## src/design/spp_regs.svh

```systemverilog
// Purpose: constants of the serial peripheral port
// Assumes: 10 MHz cpu clock
// Notes: half periods are in cpu clock cycles
`ifndef SPP_REGS_SVH
`define SPP_REGS_SVH
`define SPP_CTRL_RST 8'h00
`define SPP_STAT_RST 6'h00
// master sck half periods: cpu/4, /8, /16, /32, /64, /254
`define SPP_HALF_R0 7'h02
`define SPP_HALF_R1 7'h04
`define SPP_HALF_R2 7'h08
`define SPP_HALF_R3 7'h10
`define SPP_HALF_R4 7'h20
`define SPP_HALF_R5 7'h7F
`define SPP_LAST_EDGE 4'hF
`endif

```

## src/design/spp_unused_note.sv

```systemverilog
`default_nettype none
`default_nettype wire

```

## src/design/spp_pkg.sv

```systemverilog
// Purpose: types of the serial peripheral port
// Assumes: nothing
// Notes: field order is msb first
`default_nettype none
package spp_pkg;
    typedef struct packed {
        logic irq_en;
        logic pe;
        logic ms;
        logic clock_polarity_bit;
        logic clock_phase_bit;
        logic [2:0] rate;
    } spp_ctrl_type;
    typedef struct packed {
        logic done;
        logic write_collision_flag;
        logic overrun_flag;
        logic mode_fault_flag;
        logic soft_select_manage;
        logic ssl;
    } spp_stat_type;
    typedef enum logic {spp_idle, spp_shift} spp_state_type;
endpackage
`default_nettype wire

```

## src/design/spp_core.sv

```systemverilog
// Purpose: serial peripheral port, master or slave, msb first
// Assumes: pins are asynchronous and pass two flip-flops
// Notes: register accesses arrive as one-cycle strobes
// Summary of operation
// RULE_01: six master rates, fastest cpu clock/4
// RULE_02: external master sck at most cpu/2
// RULE_03: master drives sck per rate, polarity, phase
// RULE_04: three-bit field picks master rate
// RULE_05: master and enable kept only with select high
// RULE_06: soft select level replaces pin when managed
// RULE_07: master data write loads, shifts out msb
// RULE_08: slave shifts loaded byte when clock arrives
// RULE_09: byte end sets done, interrupt if enabled
// RULE_10: master done clear: status access, data read
// RULE_11: slave done clear: status access, data access
// RULE_12: data writes ignored until status access
// RULE_13: master holds select per phase setting; the port drives no select pin
// RULE_14: select low as master: fault, drop enables
// RULE_15: fault clear: status read, control write
// RULE_16: fault blocks setting enable and master bits
// RULE_17: slave never raises mode fault
// RULE_18: byte end with done set flags overrun
// RULE_19: overrun keeps first byte, drops later
// RULE_20: status read clears overrun
// RULE_21: data write mid transfer discarded, collision
// RULE_22: collision flag raises no interrupt
// RULE_23: collision clear: status read, data read
// RULE_24: phase picks sample edge, idle equals polarity
`default_nettype none
`include "spp_regs.svh"
module spp_core (
    // clock and reset
    input wire logic mclk_i,
    input wire logic nrst_i,
    // register strobes
    input wire logic ctrl_wr_i,
    input wire spp_pkg::spp_ctrl_type ctrl_wdata_i,
    input wire logic csr_rd_i,
    input wire logic csr_wr_i,
    input wire spp_pkg::spp_stat_type csr_wdata_i,
    input wire logic dr_rd_i,
    input wire logic dr_wr_i,
    input wire logic [7:0] dr_wdata_i,
    input wire logic cpu_irq_mask_i,
    // register views
    output logic [7:0] dr_rdata_o,
    output spp_pkg::spp_ctrl_type ctrl_o,
    output spp_pkg::spp_stat_type status_o,
    output logic irq_o,
    // pins
    input wire logic sck_i,
    output logic sck_o,
    output logic sck_oe_o,
    input wire logic mosi_i,
    output logic mosi_o,
    output logic mosi_oe_o,
    input wire logic miso_i,
    output logic miso_o,
    output logic miso_oe_o,
    input wire logic ss_n_i
);
    spp_pkg::spp_ctrl_type ctrl_reg, ctrl_next;
    spp_pkg::spp_stat_type stat_reg, stat_next;
    spp_pkg::spp_state_type state_reg, state_next;
    logic done_arm_reg, done_arm_next, write_collision_flag_arm_reg, write_collision_flag_arm_next;
    logic mode_fault_flag_arm_reg, mode_fault_flag_arm_next;
    logic [7:0] sr_reg, sr_next, rx_reg, rx_next, rxbuf_reg, rxbuf_next;
    logic [3:0] edge_reg, edge_next;
    logic [6:0] div_reg, div_next;
    logic sck_reg, sck_next;
    logic sck_s1, sck_s2, sck_s3, mosi_s1, mosi_s2, miso_s1, miso_s2;
    logic ss_s1, ss_s2;
    logic ss_eff, slave_act, run_ok, tick, edge_ev, byte_done, din;
    logic msamp_reg, msamp_next, mfin_reg, mfin_next;
    logic busy, blocked, load, sample;

    // ---------------------------------------------------------
    // helpers
    // ---------------------------------------------------------
    // RULE_04: code picks rate; six and seven run slowest
    function automatic logic [6:0] half_of(input logic [2:0] code);
        case (code)
            3'h0: half_of = `SPP_HALF_R0;
            3'h1: half_of = `SPP_HALF_R1;
            3'h2: half_of = `SPP_HALF_R2;
            3'h3: half_of = `SPP_HALF_R3;
            3'h4: half_of = `SPP_HALF_R4;
            default: half_of = `SPP_HALF_R5;
        endcase
    endfunction

    // ---------------------------------------------------------
    // pin synchronisers
    // ---------------------------------------------------------
    always_ff @(posedge mclk_i or negedge nrst_i)
    begin
        if (!nrst_i)
        begin
            {sck_s1, sck_s2, sck_s3, mosi_s1, mosi_s2, miso_s1, miso_s2, ss_s1, ss_s2} <= 9'h003;
        end
        else
        begin
            {sck_s1, sck_s2, sck_s3, mosi_s1, mosi_s2, miso_s1, miso_s2, ss_s1, ss_s2} <=
                {sck_i, sck_s1, sck_s2, mosi_i, mosi_s1, miso_i, miso_s1, ss_n_i, ss_s1};
        end
    end

    // ---------------------------------------------------------
    // shared terms
    // ---------------------------------------------------------
    // RULE_06: soft select replaces pin
    assign ss_eff = stat_reg.soft_select_manage ? stat_reg.ssl : ss_s2;
    // RULE_02: slave edges are seen after sync, so cpu/2 at most
    assign slave_act = ctrl_reg.pe && !ctrl_reg.ms && !ss_eff;
    assign run_ok = ctrl_reg.ms ? ctrl_reg.pe : slave_act;
    assign busy = (state_reg == spp_pkg::spp_shift);
    // RULE_12: writes wait for the status access
    assign blocked = stat_reg.done && !done_arm_reg;
    assign load = dr_wr_i && !blocked && !busy;
    // RULE_01: divider from the cpu clock
    assign tick = busy && (div_reg == half_of(ctrl_reg.rate) - 7'h01);
    assign edge_ev = ctrl_reg.ms ? (tick && run_ok)
        : (slave_act && (sck_s2 != sck_s3));
    assign byte_done = edge_ev && (edge_reg == `SPP_LAST_EDGE);
    assign din = ctrl_reg.ms ? miso_s2 : mosi_s2;
    // RULE_24: even edges lead, phase picks the sample edge
    assign sample = (edge_reg[0] == ctrl_reg.clock_phase_bit);

    // ---------------------------------------------------------
    // shifter
    // ---------------------------------------------------------
    always_comb
    begin
        state_next = state_reg;
        {sr_next, rx_next, rxbuf_next} = {sr_reg, rx_reg, rxbuf_reg};
        {edge_next, div_next, sck_next} = {edge_reg, div_reg, sck_reg};
        {msamp_next, mfin_next} = 2'h0;
        // RULE_07: master load starts the transfer
        // RULE_08: slave load waits for the master clock
        if (load)
        begin
            sr_next = dr_wdata_i;
            if (ctrl_reg.ms && ctrl_reg.pe)
            begin
                state_next = spp_pkg::spp_shift;
                {edge_next, div_next} = 11'h000;
            end
        end
        if (busy)
            div_next = tick ? 7'h00 : div_reg + 7'h01;
        // master takes miso a cycle late: two pin flops lag cpu/4
        if (msamp_reg)
            rx_next = {rx_reg[6:0], din};
        if (mfin_reg)
            rxbuf_next = msamp_reg ? {rx_reg[6:0], din} : rx_reg;
        if (edge_ev)
        begin
            state_next = spp_pkg::spp_shift;
            edge_next = edge_reg + 4'h1;
            // RULE_03: master sck toggles each half period
            if (ctrl_reg.ms)
                sck_next = !sck_reg;
            msamp_next = ctrl_reg.ms && sample;
            if (sample && !ctrl_reg.ms)
                rx_next = {rx_reg[6:0], din};
            // msb already sits on the line before the first edge
            if (!sample && edge_reg != 4'h0)
                sr_next = {sr_reg[6:0], 1'b0};
            if (byte_done)
            begin
                state_next = spp_pkg::spp_idle;
                edge_next = 4'h0;
                mfin_next = ctrl_reg.ms && !stat_reg.done;
                // RULE_19: overrun keeps the first byte
                if (!stat_reg.done && !ctrl_reg.ms)
                    rxbuf_next = sample ? {rx_reg[6:0], din} : rx_reg;
            end
        end
        // select released or fault mid byte aborts the byte
        if (busy && !run_ok)
        begin
            state_next = spp_pkg::spp_idle;
            edge_next = 4'h0;
        end
        // RULE_24: idle level follows polarity
        if (state_next == spp_pkg::spp_idle)
            sck_next = ctrl_next.clock_polarity_bit;
    end

    always_ff @(posedge mclk_i or negedge nrst_i)
    begin
        if (!nrst_i)
        begin
            state_reg <= spp_pkg::spp_idle;
            {sr_reg, rx_reg, rxbuf_reg} <= 24'h000000;
            {edge_reg, div_reg, sck_reg, msamp_reg, mfin_reg} <= 14'h0000;
        end
        else
        begin
            state_reg <= state_next;
            {sr_reg, rx_reg, rxbuf_reg} <= {sr_next, rx_next, rxbuf_next};
            {edge_reg, div_reg, sck_reg, msamp_reg, mfin_reg} <=
                {edge_next, div_next, sck_next, msamp_next, mfin_next};
        end
    end

    // ---------------------------------------------------------
    // control and flags
    // ---------------------------------------------------------
    always_comb
    begin
        ctrl_next = ctrl_reg;
        stat_next = stat_reg;
        {done_arm_next, write_collision_flag_arm_next, mode_fault_flag_arm_next} =
            {done_arm_reg, write_collision_flag_arm_reg, mode_fault_flag_arm_reg};
        if (csr_wr_i)
            {stat_next.soft_select_manage, stat_next.ssl} = {csr_wdata_i.soft_select_manage, csr_wdata_i.ssl};
        if (ctrl_wr_i)
        begin
            ctrl_next = ctrl_wdata_i;
            // RULE_15: control write ends the fault sequence
            if (mode_fault_flag_arm_reg)
                {stat_next.mode_fault_flag, mode_fault_flag_arm_next} = 2'h0;
            // RULE_16: no re-enable while the fault stands
            else if (stat_reg.mode_fault_flag)
                {ctrl_next.pe, ctrl_next.ms} = {ctrl_reg.pe, ctrl_reg.ms};
        end
        if ((csr_rd_i || csr_wr_i) && stat_reg.done)
            done_arm_next = 1'b1;
        if (csr_rd_i && stat_reg.write_collision_flag)
            write_collision_flag_arm_next = 1'b1;
        if (csr_rd_i && stat_reg.mode_fault_flag)
            mode_fault_flag_arm_next = 1'b1;
        // RULE_20: status read clears overrun
        if (csr_rd_i)
            stat_next.overrun_flag = 1'b0;
        // RULE_10: master clears on data read
        // RULE_11: slave clears on data read or write
        if (done_arm_reg && (dr_rd_i || (dr_wr_i && !ctrl_reg.ms)))
            {stat_next.done, done_arm_next} = 2'h0;
        // RULE_23: data read after status read
        if (write_collision_flag_arm_reg && dr_rd_i)
            {stat_next.write_collision_flag, write_collision_flag_arm_next} = 2'h0;
        // sets come last so they win over clears
        // RULE_21: collision while shifting
        if (dr_wr_i && busy)
            stat_next.write_collision_flag = 1'b1;
        // RULE_18: byte end while done still set
        if (byte_done && stat_reg.done)
            stat_next.overrun_flag = 1'b1;
        // RULE_09: byte end sets done
        if (byte_done)
            stat_next.done = 1'b1;
        // RULE_05: master bits drop without select high
        // RULE_14: fault forces slave and disables
        // RULE_17: only a master can fault
        if (ctrl_reg.ms && !ss_eff)
            {stat_next.mode_fault_flag, mode_fault_flag_arm_next, ctrl_next.pe, ctrl_next.ms} = 4'h8;
    end

    always_ff @(posedge mclk_i or negedge nrst_i)
    begin
        if (!nrst_i)
        begin
            ctrl_reg <= `SPP_CTRL_RST;
            stat_reg <= `SPP_STAT_RST;
            {done_arm_reg, write_collision_flag_arm_reg, mode_fault_flag_arm_reg} <= 3'h0;
        end
        else
        begin
            ctrl_reg <= ctrl_next;
            stat_reg <= stat_next;
            {done_arm_reg, write_collision_flag_arm_reg, mode_fault_flag_arm_reg} <= {done_arm_next, write_collision_flag_arm_next, mode_fault_flag_arm_next};
        end
    end

    // ---------------------------------------------------------
    // outputs
    // ---------------------------------------------------------
    assign dr_rdata_o = rxbuf_reg;
    assign ctrl_o = ctrl_reg;
    assign status_o = stat_reg;
    // RULE_22: collision stays out of the request
    assign irq_o = ctrl_reg.irq_en && !cpu_irq_mask_i
        && (stat_reg.done || stat_reg.mode_fault_flag || stat_reg.overrun_flag);
    assign sck_o = sck_reg;
    assign sck_oe_o = ctrl_reg.ms && ctrl_reg.pe;
    assign mosi_o = sr_reg[7];
    assign mosi_oe_o = ctrl_reg.ms && ctrl_reg.pe;
    assign miso_o = sr_reg[7];
    assign miso_oe_o = slave_act;
endmodule
`default_nettype wire

```

## config.mk

```make
export PLATFORM = sky130hd
export DESIGN_NAME = spp_core
export DESIGN_NICKNAME = d
export VERILOG_FILES = /design/src/design/spp_unused_note.sv /design/src/design/spp_pkg.sv /design/src/design/spp_core.sv
export VERILOG_INCLUDE_DIRS = /design/src /design/src/design
export SDC_FILE = /design/constraint.sdc
export NUM_CORES = 1
export LEC_CHECK = 0
export BUFFER_PORTS_ARGS = -buffer_cell sky130_fd_sc_hd__buf_2
export CAP_MARGIN = 15
export CORE_MARGIN = 2
export CORE_UTILIZATION = 45
export CTS_CLUSTER_SIZE = 8
export DETAILED_ROUTE_END_ITERATION = 8
export GPL_TIMING_DRIVEN = 0
export PLACE_DENSITY = 0.67
export REMOVE_ABC_BUFFERS = 1
export SYNTH_ARGS = -nofsm -noshare
export SYNTH_HDL_FRONTEND = slang
export SYNTH_SLANG_ARGS = --single-unit
```

## constraint.sdc

```tcl
create_clock -name mclk_i -period 3.9 [get_ports mclk_i]
set_clock_uncertainty 0.05 [all_clocks]
set_input_delay 0.975 -clock mclk_i [delete_from_list [all_inputs] [get_ports mclk_i]]
set_output_delay 0.975 -clock mclk_i [all_outputs]
set_load 0.02 [all_outputs]
```

==> impl_metrics.tcl <==
set metrics [dict create \
    drive_gt1_frac 0.3115 \
    worst_setup_path_start_kind "register" \
    p_comb_frac 0.321 \
    ctsResizeCount 0 \
    nets 400 \
    routed_via_density 5.234 \
    critical_path_required_ns 4.06 \
    cts-buffers-inserted 9 \
    outcome "finished, final reports clean" \
    yosys.cell_types.count 52 \
    synth_top_flop_cell "dfrtp_1" \
    cts_hold_repair.buffers 0 \
    design.die.area_sq_um 8056 \
    pwr-share-seq 0.443 \
    fin_crit_ns 2.820 \
    report.power.total_mw 2.219 \
    post-cts-setup-buffers 0 \
    clkTransAtPathRegs_ns 0.06 \
    timing.final.hold_violations 0 \
    syn-mean-instance-area_sq_um 10.82 \
    synthCells 306 \
    timing_worst_setup_path_type "reg2reg" \
    worst_skew_pair.late_latency_ns 0.33 \
    synth_seq_area_share 0.4922 \
    cts-root-buf "clkbuf_8" \
    maximum_number_of_pins_on_one_net_before_global_route_repair 66 \
    vias 2434 \
    floorplan.initialDensity 0.4612 \
    die_w_um 89.76 \
    synth_edf_count 0 \
    grt_use_total 0.1703 \
    floorplan.io_pins 63 \
    core_sq_um 7176 \
    cts.sinks 65 \
    layout.cells.most_common "dfrtp_1" \
    totalNegativeSetupSlack_ns 0 \
    post_drt_wl_per_cell_um 14.02 \
    power_density_nw_per_um2 580.8 \
    tritoncts_clock_tree "yes" \
    internal-power_mw 1.437 \
    wire_length_of_the_first_global_routing_pass_um 11120 \
    hpwl_um 4583 \
    drcViolationCount 0 \
    total_leakage_power_nw 1.813 \
    layout_common_cells "63 x dfrtp_1, 57 x buf_2, 30 x mux2_2, 27 x nor2_1, 25 x nand2_1" \
    synthDominantAreaCellType "dfrtp_1" \
    synth.top_cells.by_area "dfrtp_1 48%, mux2_2 10%, mux2i_1 7.0%" \
    rsz0062_at_grt "false" \
    ant_nets 0 \
    postSynthRegisterBits 65 \
    max_cap_viol_count 0 \
    timing.max_slew.rel_slack 0.3616 \
    fillCellCount 652 \
    postRouteWirelength_um 6519 \
    first_global_vias 2340 \
    htree_num_levels 3 \
    synth_area_sq_um 3309 \
    floorplan.rows 31 \
    n_antenna_cell 0 \
    cp.arrival_ns 2.98 \
    ys.warnings.count 0 \
    power_switching_uw 782.6 \
    asyncSetResetFlopFracSynth 1.000 \
    timing.critical_path.to_type "register" \
    buffer_ports.inserted 58 \
    tightestPinTransition_ns 0.9524 \
    place.gp.congestion 0.8022 \
    ir_worst_vdd_mv 0.3314 \
    path_category_of_the_worst_min_delay_check "reg2reg" \
    share_clk_of_total_power 0.235 \
    timing.critical_path.fanout_max 8 \
    die_h_um 89.76 \
    power_switching_share 0.3526 \
    area_growth_syn_to_layout_pct 15.46 \
    total_iterations_of_the_first_detailed_routing_run 8 \
    drt_iter0_markers 100 \
    synth_top_area_frac 0.4764 \
    rrSetupSlack_ns 1.08 \
    clock.fmax_ghz 0.3546 \
    clk_path_buf_depth 2 \
    number_of_antenna_violations_at_the_first_check_in_global_routing 0 \
    setup_viol 0 \
    hold-worst-slack_ns 0.2982 \
    globalRoute.totalOverflow 0 \
    finalCritPeriodShare 0.7231 \
    slew_violations 0 \
]
## worst paths after layout
path                           start             to  depth (start not counted)
min reg2reg                  mosi_s1        mosi_s2                          0
max                        ctrl_o[1]      sr_reg[3]                          8
max reg2reg                ctrl_o[1]      sr_reg[3]                          8
max in group asynchronous     nrst_i      ctrl_o[6]                          1
min                          mosi_s1        mosi_s2                          0
min in group asynchronous     nrst_i  dr_rdata_o[5]                          1
## through the flow
step	instances	worst slack, ns	area [sq um]	util
2_1_floorplan	291	1.321	3213	-
3_3_place_gp	448	1.134	3627	0.5055
3_5_place_dp	449	1.070	3641	0.5074
4_1_cts	465	1.054	3821	0.5325
5_1_grt	465	0.8914	3821	0.5325
6_report	465	1.080	3821	0.5325
## critical path, cell delays in order, from the launching register on
cell,delay (ns)
dfrtp_1,0.46
nor2_1,0.28
xnor2_1,0.18
ha_1,0.23
and3b_1,0.22
nor4b_4,0.42
nand3_2,0.15
o21ai_4,0.31
mux2_2,0.38
## power by group through the flow
stage	Clock, mW	Combinational, mW	Sequential [mW]
6_report	0.522	0.713	0.984
3_5_place_dp	0	0.717	0.996
5_1_grt	0.565	0.798	1.01
2_1_floorplan	0	0.479	1.01
4_1_cts	0.538	0.721	0.983
3_3_place_gp	0	0.692	0.984
## per-layer routing
| metal | GRT usage | part of all wire |
|---|---|---|
| met5 | 0 | 0 |
| met4 | 0.07692 | 0.022 |
| met3 | 0.03521 | 0.036 |
| met2 | 0.2721 | 0.47 |
| met1 | 0.2249 | 0.48 |
## logic make-up after synthesis
logic type / Yosys count / synth area share
and+or+nand+nor: 94 / 0.1474
DFF: 65 / 0.4922
AOI/OAI and AO/OA: 60 / 0.1138
muxes: 54 / 0.1762
buffers and inverters: 23 / 0.03818
xor gates and xnor gates: 5 / 0.01323
adders and majority gates: 5 / 0.01890
## cells in the mapped netlist (2+ instances only)
master	instances
inv_1	8
and2_1	4
buf_2	5
a21oi_1	23
a211o_1	2
o21a_1	2
a22o_1	3
xor2_1	2
nor3b_1	3
ha_1	5
mux2_2	30
and3_1	3
clkbuf_1	4
a211oi_1	2
dfstp_2	2
o21ai_0	14
nor3_1	7
mux2i_1	23
buf_4	3
a22oi_1	2
nand4_1	3
xnor2_1	3
nand3_1	5
dfrtp_1	63
and3_2	2
nand3b_1	3
nor2_1	27
a21o_1	2
buf_6	3
nand2b_1	2
nand2_1	25
## final cells by class
class | instances | area [sq um] | share of cell area
Timing Repair Buffer | 59 | 304.0 | 0.07957
Inverter | 8 | 30.03 | 0.007859
Clock buffer | 16 | 180.2 | 0.04715
Multi-Input combinational cell | 218 | 1554 | 0.4067
Tap cell | 99 | 123.9 | 0.03242
Sequential cell | 65 | 1629 | 0.4263
Power figures use the tool's default switching activity.
